### config.mk
export PLATFORM = sky130hd
export DESIGN_NAME = drc_core
export DESIGN_NICKNAME = d
export VERILOG_FILES = /design/src/shared/drc_pkg.sv /design/src/verilog/drc_core.sv /design/src/verilog/drc_delay_mem.sv /design/src/verilog/drc_level_det.sv
export VERILOG_INCLUDE_DIRS = /design/src /design/src/shared
export SDC_FILE = /design/constraint.sdc
export NUM_CORES = 2
export LEC_CHECK = 0
export BUFFER_PORTS_ARGS = -buffer_cell sky130_fd_sc_hd__buf_2
export CORE_MARGIN = 2
export CORE_UTILIZATION = 50
export CTS_CLUSTER_DIAMETER = 40
export DETAILED_ROUTE_END_ITERATION = 8
export GPL_TIMING_DRIVEN = 0
export HOLD_SLACK_MARGIN = 0.02
export PLACE_DENSITY = 0.69
export SYNTH_ARGS = -nofsm -noshare
export SYNTH_HDL_FRONTEND = slang
export SYNTH_SLANG_ARGS = --single-unit
export TNS_END_PERCENT = 10
### constraint.sdc
create_clock -name clk -period 85.4 [get_ports clk]
set_input_delay 25.62 -clock clk [delete_from_list [all_inputs] [get_ports clk]]
set_output_delay 25.62 -clock clk [all_outputs]
set_load 0.01 [all_outputs]
### src/shared/drc_regs.svh
// constants for the dynamic range controller: widths, reset values, timing counts
// assumes levels in dB are signed fixed point, 1/4 dB per lsb
`ifndef DRC_REGS_SVH
`define DRC_REGS_SVH
`define DRC_LVL_W 12
`define DRC_SAMP_W 24
`define DRC_FRAC_BITS 2
`define DRC_SLOPE_FRAC 4
`define DRC_RATE_W 4
`define DRC_RMS_SHIFT 6
`define DRC_PEAK_SHIFT 4
`define DRC_ATK_RESET 4'h4
`define DRC_DCY_RESET 4'h2
`define DRC_FAST_RELEASE_RATE_RESET 4'h0
`define DRC_ANTICLIP_LAT 4
`define DRC_ANTICLIP_SHIFT 2
`define DRC_LVL_FLOOR 12'h980
`define DRC_GAIN_RESET 12'h000
`endif

### src/shared/drc_pkg.sv
// types shared by the dynamic range controller files
// assumes drc_regs.svh is on the include path
`include "drc_regs.svh"
package drc_pkg;
    typedef logic signed [`DRC_LVL_W-1:0] drc_lvl_t;
    typedef logic signed [`DRC_SAMP_W-1:0] drc_samp_t;

    typedef struct packed {
        drc_samp_t left;
        drc_samp_t right;
    } drc_stereo_s;

    typedef struct packed {
        drc_lvl_t knee1_in_level;
        drc_lvl_t knee1_out_level;
        drc_lvl_t knee2_in_level;
        drc_lvl_t knee2_out_level;
        logic [5:0] upper_slope;
        logic [5:0] lower_slope;
        logic [5:0] gate_expansion_slope;
        logic gate_enable;
        logic knee2_drop_enable;
    } drc_curve_s;

    typedef struct packed {
        drc_lvl_t floor_gain;
        drc_lvl_t gate_floor_gain;
        drc_lvl_t ceiling_gain;
        logic [`DRC_RATE_W-1:0] attack_rate;
        logic [`DRC_RATE_W-1:0] decay_rate;
        logic [`DRC_RATE_W-1:0] fast_release_rate;
        drc_lvl_t fast_release_threshold;
        logic fast_release_enable;
        logic anticlip_enable;
    } drc_dyn_s;

    typedef enum logic [1:0] {
        DRC_REG_UPPER = 2'b00,
        DRC_REG_LOWER = 2'b01,
        DRC_REG_GATE = 2'b10
    } drc_region_e;
endpackage

### src/verilog/drc_core.sv
// dynamic range controller: static curve, gain limits, attack/decay slew,
// anti-clip look-ahead, quick release and activity detect
// assumes one stereo sample per in_valid, samples synchronous to clk
// assumes configuration is held steady while samples stream
`timescale 1ns/1ps
module drc_core
    import drc_pkg::*;
#(
    parameter int RATE_BASE_SHIFT = 3
)
(
    // clock and reset
    input wire logic clk,
    input wire logic rst,
    // sample stream
    input wire logic in_valid,
    input wire drc_stereo_s in_samp,
    output logic out_valid,
    output drc_stereo_s out_samp,
    // configuration
    input wire logic drc_enable,
    input wire drc_curve_s curve,
    input wire drc_dyn_s dyn,
    input wire logic activity_use_peak,
    input wire drc_lvl_t activity_threshold,
    // status
    output drc_lvl_t gain_level,
    output logic activity_detect,
    output logic fast_release_active
);
    drc_lvl_t peak_level;
    drc_lvl_t rms_level;
    logic [2*`DRC_SAMP_W-1:0] delayed_raw;
    drc_stereo_s delayed;
    logic signed [`DRC_LVL_W+8:0] target_next;
    logic signed [`DRC_LVL_W+8:0] gain_want;
    drc_region_e region_next;
    drc_region_e region_reg;
    drc_lvl_t target_reg;
    logic signed [`DRC_LVL_W+8:0] gain_acc_reg;
    logic [15:0] rate_cnt_reg;
    logic crest_high;
    logic rising_fast;
    drc_lvl_t prev_peak_reg;
    logic [`DRC_RATE_W-1:0] attack_eff;
    logic [`DRC_RATE_W-1:0] decay_eff;
    logic step_attack;
    logic step_decay;
    logic samp_d_reg;

    drc_level_det u_det (
        .clk(clk),
        .rst(rst),
        .in_valid(in_valid),
        .in_samp(in_samp),
        .peak_level(peak_level),
        .rms_level(rms_level)
    );

    drc_delay_mem #(
        .DEPTH(`DRC_ANTICLIP_LAT),
        .WIDTH(2*`DRC_SAMP_W)
    ) u_delay (
        .clk(clk),
        .rst(rst),
        .advance(in_valid),
        .wr_data(in_samp),
        .rd_data(delayed_raw)
    );
    assign delayed = drc_stereo_s'(delayed_raw);

    // slope applied to a dB distance; slope has four fraction bits
    function automatic logic signed [`DRC_LVL_W+8:0] slope_mul(input logic signed [`DRC_LVL_W+1:0] d,
                                                               input logic [5:0] s);
        logic signed [`DRC_LVL_W+8:0] p;
        p = d * $signed({1'b0, s});
        return p >>> `DRC_SLOPE_FRAC;
    endfunction

    // static curve: target output level for measured rms level
    always_comb
    begin
        logic signed [`DRC_LVL_W+8:0] knee2_curve;
        knee2_curve = curve.knee1_out_level
            + slope_mul(curve.knee2_in_level - curve.knee1_in_level, curve.lower_slope);
        region_next = DRC_REG_UPPER;
        // upper region line through knee one, with the upper slope
        target_next = curve.knee1_out_level + slope_mul(rms_level - curve.knee1_in_level, curve.upper_slope);
        if (rms_level < curve.knee1_in_level)
        begin
            // lower compression slope below knee one
            region_next = DRC_REG_LOWER;
            target_next = curve.knee1_out_level
                + slope_mul(rms_level - curve.knee1_in_level, curve.lower_slope);
            // gate region only with gate enabled
            if (curve.gate_enable && rms_level < curve.knee2_in_level)
            begin
                region_next = DRC_REG_GATE;
                // drop to knee two output, else continue from the lower curve
                target_next = (curve.knee2_drop_enable ? curve.knee2_out_level : knee2_curve)
                    + slope_mul(rms_level - curve.knee2_in_level, curve.gate_expansion_slope);
            end
        end
    end

    // floor follows the region registered with the target, so both stay in step
    // target minus measured, clamped by region floor and ceiling
    always_comb
    begin
        logic signed [`DRC_LVL_W+8:0] g;
        g = target_reg - rms_level;
        if (region_reg == DRC_REG_GATE && g < dyn.gate_floor_gain)
            g = dyn.gate_floor_gain;
        else if (region_reg != DRC_REG_GATE && g < dyn.floor_gain)
            g = dyn.floor_gain;
        if (g > dyn.ceiling_gain)
            g = dyn.ceiling_gain;
        gain_want = g;
    end

    // curve stage lags the level detector by one cycle
    always_ff @(posedge clk)
    begin
        if (rst)
            target_reg <= `DRC_GAIN_RESET;
        else
            target_reg <= drc_lvl_t'(target_next);
    end

    always_ff @(posedge clk)
    begin
        if (rst)
            region_reg <= DRC_REG_UPPER;
        else
            region_reg <= region_next;
    end

    // pairing anti-clip with fast release is left to software; each only picks a rate
    // crest factor is peak minus rms in dB
    assign crest_high = dyn.fast_release_enable
        && ((peak_level - rms_level) > dyn.fast_release_threshold);

    // fast rise of peak shortens attack period
    assign rising_fast = dyn.anticlip_enable && (peak_level > prev_peak_reg);
    assign attack_eff = (rising_fast && dyn.attack_rate > `DRC_ANTICLIP_SHIFT)
        ? dyn.attack_rate - `DRC_RATE_W'(`DRC_ANTICLIP_SHIFT) : dyn.attack_rate;
    assign decay_eff = crest_high ? dyn.fast_release_rate : dyn.decay_rate;

    // previous peak is taken per sample, so a held level never counts as rising
    always_ff @(posedge clk)
    begin
        if (rst)
            prev_peak_reg <= `DRC_LVL_FLOOR;
        else if (in_valid)
            prev_peak_reg <= peak_level;
    end

    // one free-running count serves both rates, so a rate change acts at once
    // rate code n: one quarter-dB step every 2**(n+base) samples
    always_ff @(posedge clk)
    begin
        if (rst)
            rate_cnt_reg <= '0;
        else if (in_valid)
            rate_cnt_reg <= rate_cnt_reg + 16'h0001;
    end

    function automatic logic rate_tick(input logic [15:0] cnt, input logic [`DRC_RATE_W-1:0] code);
        int sh;
        logic [15:0] mask;
        sh = int'(code) + RATE_BASE_SHIFT;
        // codes past the counter width saturate at the slowest rate
        if (sh > 15)
            sh = 15;
        mask = 16'((32'h1 << sh) - 1);
        return (cnt & mask) == 16'h0000;
    endfunction

    assign step_attack = in_valid && rate_tick(rate_cnt_reg, attack_eff);
    assign step_decay = in_valid && rate_tick(rate_cnt_reg, decay_eff);

    // wide accumulator cannot wrap; the reported level and the applied gain are both cut to twelve bits
    // slew toward wanted gain
    always_ff @(posedge clk)
    begin
        if (rst)
            gain_acc_reg <= (`DRC_LVL_W+9)'($signed(`DRC_GAIN_RESET));
        else if (!drc_enable)
            gain_acc_reg <= (`DRC_LVL_W+9)'($signed(`DRC_GAIN_RESET));
        else if (gain_want < gain_acc_reg && step_attack)
            gain_acc_reg <= gain_acc_reg - (`DRC_LVL_W+9)'(1);
        else if (gain_want > gain_acc_reg && step_decay)
            gain_acc_reg <= gain_acc_reg + (`DRC_LVL_W+9)'(1);
    end

    // linear gain from quarter dB: 6 dB per shift, remainder by small table
    function automatic drc_samp_t apply_gain(input drc_samp_t s, input drc_lvl_t g);
        logic signed [`DRC_SAMP_W+16:0] p;
        logic signed [`DRC_LVL_W-1:0] q;
        logic [1:0] f;
        logic [7:0] m;
        int sh;
        q = g;
        sh = int'(q) / 24;
        if (int'(q) - sh*24 < 0)
            sh = sh - 1;
        f = 2'(((int'(q) - sh*24) * 4) / 24);
        case (f)
            2'h0: m = 8'h80;
            2'h1: m = 8'h98;
            2'h2: m = 8'hB5;
            2'h3: m = 8'hD7;
            default: m = 8'h80;
        endcase
        p = (s * $signed({1'b0, m})) >>> 7;
        p = (sh >= 0) ? p <<< sh : p >>> (-sh);
        if (p > $signed({1'b0, {(`DRC_SAMP_W-1){1'b1}}}))
            p = $signed({1'b0, {(`DRC_SAMP_W-1){1'b1}}});
        else if (p < -$signed({1'b0, {(`DRC_SAMP_W-1){1'b1}}}))
            p = -$signed({1'b0, {(`DRC_SAMP_W-1){1'b1}}});
        return drc_samp_t'(p);
    endfunction

    // one-cycle strobe delay matches the memory's registered read
    always_ff @(posedge clk)
    begin
        if (rst)
            samp_d_reg <= 1'b0;
        else
            samp_d_reg <= in_valid;
    end

    // output strobe two cycles after the input
    always_ff @(posedge clk)
    begin
        if (rst)
            out_valid <= 1'b0;
        else
            out_valid <= samp_d_reg;
    end

    // delayed audio path gives look-ahead to the gain
    always_ff @(posedge clk)
    begin
        if (rst)
            out_samp <= '0;
        else if (samp_d_reg)
        begin
            out_samp.left <= drc_enable ? apply_gain(delayed.left, drc_lvl_t'(gain_acc_reg)) : delayed.left;
            out_samp.right <= drc_enable ? apply_gain(delayed.right, drc_lvl_t'(gain_acc_reg)) : delayed.right;
        end
    end

    always_ff @(posedge clk)
    begin
        if (rst)
            activity_detect <= 1'b0;
        else
            activity_detect <= (activity_use_peak ? peak_level : rms_level) > activity_threshold;
    end

    // crest status follows the rate choice
    always_ff @(posedge clk)
    begin
        if (rst)
            fast_release_active <= 1'b0;
        else
            fast_release_active <= crest_high;
    end

    // gain report, slewed value cut to level width
    always_ff @(posedge clk)
    begin
        if (rst)
            gain_level <= `DRC_GAIN_RESET;
        else
            gain_level <= drc_lvl_t'(gain_acc_reg);
    end
endmodule

### src/verilog/drc_delay_mem.sv
// small delay line memory for the anti-clip look-ahead
// assumes one write and one read per sample strobe
`timescale 1ns/1ps
module drc_delay_mem
    import drc_pkg::*;
#(
    parameter int DEPTH = `DRC_ANTICLIP_LAT,
    parameter int WIDTH = 2*`DRC_SAMP_W
)
(
    // clock and reset
    input wire logic clk,
    input wire logic rst,
    // access
    input wire logic advance,
    input wire logic [WIDTH-1:0] wr_data,
    output logic [WIDTH-1:0] rd_data
);
    logic [WIDTH-1:0] mem [DEPTH];
    logic [$clog2(DEPTH)-1:0] ptr_reg;

    always_ff @(posedge clk)
    begin
        if (rst)
            ptr_reg <= '0;
        else if (advance)
            ptr_reg <= (ptr_reg == ($clog2(DEPTH))'(DEPTH-1)) ? '0 : ptr_reg + 1'b1;
    end

    always_ff @(posedge clk)
    begin
        if (advance)
            mem[ptr_reg] <= wr_data;
    end

    // oldest entry is read before it is overwritten
    always_ff @(posedge clk)
    begin
        if (rst)
            rd_data <= '0;
        else if (advance)
            rd_data <= mem[ptr_reg];
    end
endmodule

### src/verilog/drc_level_det.sv
// level detector: log-domain peak and averaged rms level of one stereo frame
// assumes sample strobe at most once per clock
`timescale 1ns/1ps
module drc_level_det
    import drc_pkg::*;
(
    // clock and reset
    input wire logic clk,
    input wire logic rst,
    // samples
    input wire logic in_valid,
    input wire drc_stereo_s in_samp,
    // levels in quarter dB, 0 is full scale
    output drc_lvl_t peak_level,
    output drc_lvl_t rms_level
);
    logic [`DRC_SAMP_W-2:0] mag_l;
    logic [`DRC_SAMP_W-2:0] mag_r;
    logic [`DRC_SAMP_W-2:0] mag;
    logic [`DRC_SAMP_W+`DRC_RMS_SHIFT-1:0] pow_acc_reg;
    logic [`DRC_SAMP_W-2:0] peak_reg;

    // rough log2 in quarter dB: msb position times 6 dB plus next bit fraction
    function automatic drc_lvl_t to_db(input logic [`DRC_SAMP_W-2:0] v);
        int pos;
        logic [`DRC_LVL_W-1:0] db;
        pos = -1;
        for (int i = 0; i < `DRC_SAMP_W-1; i++)
            if (v[i])
                pos = i;
        if (pos < 0)
            db = `DRC_LVL_FLOOR;
        else
        begin
            db = `DRC_LVL_W'((pos - (`DRC_SAMP_W-2)) * 24);
            if (pos > 0 && v[pos-1])
                db = db + `DRC_LVL_W'(14);
        end
        return drc_lvl_t'(db);
    endfunction

    function automatic logic [`DRC_SAMP_W-2:0] absval(input drc_samp_t s);
        logic [`DRC_SAMP_W-1:0] a;
        a = s[`DRC_SAMP_W-1] ? -s : s;
        return a[`DRC_SAMP_W-1] ? {(`DRC_SAMP_W-1){1'b1}} : a[`DRC_SAMP_W-2:0];
    endfunction

    assign mag_l = absval(in_samp.left);
    assign mag_r = absval(in_samp.right);
    assign mag = (mag_l > mag_r) ? mag_l : mag_r;

    // peak: instant attack, slow exponential fall
    always_ff @(posedge clk)
    begin
        if (rst)
            peak_reg <= '0;
        else if (in_valid)
            peak_reg <= (mag > peak_reg) ? mag : peak_reg - (peak_reg >> `DRC_PEAK_SHIFT);
    end

    // magnitude average stands in for rms; avoids a squarer at the cost of ~1 dB
    always_ff @(posedge clk)
    begin
        if (rst)
            pow_acc_reg <= '0;
        else if (in_valid)
            pow_acc_reg <= pow_acc_reg - (pow_acc_reg >> `DRC_RMS_SHIFT)
                + {{(`DRC_RMS_SHIFT+1){1'b0}}, mag};
    end

    always_ff @(posedge clk)
    begin
        if (rst)
        begin
            peak_level <= `DRC_LVL_FLOOR;
            rms_level <= `DRC_LVL_FLOOR;
        end
        else
        begin
            peak_level <= to_db(peak_reg);
            rms_level <= to_db(pow_acc_reg[`DRC_SAMP_W+`DRC_RMS_SHIFT-2:`DRC_RMS_SHIFT]);
        end
    end
endmodule

==> summary.md <==
| Metric | Value |
|---|---|
| Global-route congestion overflow total | 0 |
| RR Endpoint | out_samp[1] |
| Max-slew violation count | 37 |
| Top flip-flop cell by instance count after synthesis | sky130_fd_sc_hd__dfxtp_1 |
| Final setup vio count | 0 |
| Top-count cell post-synth | sky130_fd_sc_hd__inv_1 |
| Clock transition at the registers of the reported paths | 0.05 ns |
| Area of the core region | 147700 um^2 |
| Hold buffer count at CTS | 0 |
| Final sum of negative setup slack | 0 ns |
| Area after detailed placement | 78170 um^2 |
| # rows | 141 |
| Setup Slack @ Placement | 44.33 ns |
| Half-perimeter wire length after detailed placement | 256.1 mm |
| Deepest clock path buffer count | 3 |
| Initial cell density of the core | 50.32% |
| Number of detailed-routing iterations run before antenna repair | 7 |
| Routed WL | 311.3 mm |
| Area Overhead vs Synth | 8.879% |
| Number of buffers inserted during clock tree synthesis | 76 |
| Final core area utilization | 54.79% |
| Class of the most critical hold timing path | register to register |
| CTS sink count | 439 |
| Ratio of cells with drive above 1 in the final layout | 7.490% |
| Horiz. Die Dim | 389.5 um |
| Period minus WS final | 42.79 ns |
| Largest incremental delay on the critical path | 1.21 ns |
| CTS tree | done |
| Full die area | 151700 um^2 |
| Count of cells along the worst register-to-register path | 149 |
| Endpoint type of the worst setup path | register |
| Minimum setup slack among reg-to-reg paths | 42.61 ns |
| Distinct cells, synth | 138 |
| Die Height | 389.5 um |
| Origin of the worst min-delay path | out_samp[1] |
| CP Data Required Time | 86.00 ns |
| Iteration-0 DRC count of the detailed router | 7382 |
| Remaining antenna violation count after routing | 0 |
| Endpoint of the most critical setup path | out_samp[1] |
| Registers with the highest flip-flop counts | u_delay.mem (192), out_samp (48), u_delay.rd_data (48) |
| Post-synthesis area per instance | 8.024 um^2 |
| Maximum clock skew at final layout | 0.06907 ns |
| Initial antenna violation count | 40 |
| Number of nets in the layout | 11120 |
| Top area cells in the synthesized netlist | sky130_fd_sc_hd__ha_1, sky130_fd_sc_hd__fa_1, sky130_fd_sc_hd__edfxtp_1 |
| Wire length of the first global-routing pass | 458.0 mm |
| Count of buffers from port buffering | 252 |
| Post-DR vias/cell | 6.362 |
| Slew HR | -6.600% |
| Number of hold violations in the final report | 0 |
| Flip-flop count of the largest register after layout | 192 |
| Cell area after synthesis | 74300 um^2 |
| Crit Reg-Reg Startpoint | gain_acc_reg[0] |
| Number of inserted filler cells in the final layout | 13780 |
| Final worst-path setup slack | 42.61 ns |
| Global routing usage summed across all routing layers | 40.00% |
| Root buffer selected by CTS | sky130_fd_sc_hd__clkbuf_16 |
| Design Area, Final | 80900 um^2 |
| Async set-reset flop share out of synthesis | 0% |
| Most common library cells after synthesis | sky130_fd_sc_hd__inv_1, sky130_fd_sc_hd__nand2_1, sky130_fd_sc_hd__ha_1, sky130_fd_sc_hd__nor2_1, sky130_fd_sc_hd__a21oi_1 |
| Critical path startpoint category | register |
| Clock insertion delay at the later pin of the skew report | 0.70 ns |
| Violations in the final reports | max-capacitance violations, max-slew violations |
| Top cell by count, worst path | sky130_fd_sc_hd__a21oi_1 |
| # Max-Cap Violations | 8 |
| Depth of the worst hold-timing path | 2 |
| Standard cell with the maximum stage delay on the critical path | sky130_fd_sc_hd__a221oi_1 |
| First element of the critical path | gain_acc_reg[0] |
| Maximum net fanout on the critical path | 10 |
| Fmax | 0.02337 GHz |
| Number of warning messages in the yosys log | 0 |
| Resized Gates After CTS | 0 |
| Actual transition at the worst max-transition pin | 1.599 ns |
| Via Count | 73900 |
| RSZ-0062 raised after global routing | false |
| Crit path arrival time | 43.39 ns |
| I/O pin count | 258 |
| Number of synthesized flops with an enable pin | 192 |
| Number of nets produced by synthesis | 10770 |
| Area share of the largest cell type after synthesis | 13.77% |
| Count of mapped cells out of synthesis | 9260 |
| Register bit count reported by yosys | 439 |
| Drt wl/cell | 26.80 um |
| Register with the highest flop count | u_delay.mem |
| CTS H-tree depth | 3 |
| Sequential-to-total area share from yosys stat | 14.41% |
| Gp weighted congestion | 1.104 |
| Detailed-route DRC error count | 0 |
| Critical Setup Path Class | register to register |
| Maximum number of pins on one net before global-route repair | 40 |
| Leading area contributor after synthesis | sky130_fd_sc_hd__ha_1 |
| # Post-CTS Setup Buffers | 0 |
| Final clock period utilization by the worst path | 50.11% |
| Run status | complete, but fails checks |
| Number of global-route vias before repair | 71950 |
==> worst max-delay path: cells and delay by family (launching register included) <==
kind            cells  cell delay [ns]
simple gates       23             4.95
mux                 3             0.95
buf+inv            20             7.63
compound gates     85            21.79
flops               1             0.39
fa+ha+maj          11             4.23
xor+xnor            7             2.59
==> cell usage in the layout (no fill, tap or decap), drive strengths merged, types with 149 or more instances in the layout <==
cell / netlist / routed
a21oi: 644 / 644
nand2: 885 / 885
inv: 1001 / 1021
edfxtp: 192 / 192
fa: 500 / 500
dfxtp: 247 / 247
buf: 114 / 377
xor2: 164 / 164
nor3: 222 / 222
o21ai: 511 / 511
a21o: 196 / 196
nor2: 789 / 789
ha: 818 / 818
clkbuf: 304 / 395
mux2i: 149 / 149
xnor2: 342 / 342
and2: 281 / 281
==> per-stage QoR <==
| stage | hold WS (ns) | instances |
|---|---|---|
| 2_1_floorplan | 0.4593 | 9260 |
| 3_3_place_gp | 0.4390 | 11440 |
| 3_5_place_dp | 0.4479 | 11450 |
| 4_1_cts | 0.4582 | 11600 |
| 5_1_grt | 0.4715 | 11610 |
| 6_report | 0.4520 | 11620 |
==> metal layers <==
metal	vias up	global-route usage, %	wire, um
met5	-	0	189
met3	1063	7.724	27400
li1	33280	-	-
met2	3794	63.02	136900
met1	35720	48.95	120200
met4	32	28.94	26570
==> how the worst min path moves through the flow <==
stage                   endpoint  slack, ns
3_5_place_dp         out_samp[9]       0.45
2_1_floorplan  prev_peak_reg[11]       0.46
3_3_place_gp         out_samp[4]       0.44
5_1_grt              out_samp[1]       0.47
6_report             out_samp[1]       0.45
4_1_cts              out_samp[9]       0.46
==> layout make-up <==
class	count	area [um^2]	area share (%)
Buffer	422	1927	2.382
Clock inverter	51	640.6	0.7919
Timing Repair Buffer	264	1423	1.759
Multi-Input combinational cell	7397	57960	71.65
Tap cell	1930	2415	2.985
Sequential cell	439	10710	13.24
Antenna cell	20	50.05	0.06186
Inverter	1002	3761	4.649
Clock buffer	91	2008	2.482
==> logic make-up after synthesis <==
family / synth area share [%]
muxes: 4.483
xor gates and xnor gates: 5.965
DFF: 14.41
buffers and inverters: 7.652
AOI/OAI and AO/OA: 21.52
and+or+nand+nor: 18.72
adders and majority gates: 27.25
Power is not shown: default switching activity piles up to over one toggle a cycle in this logic, so the estimate is an artifact.
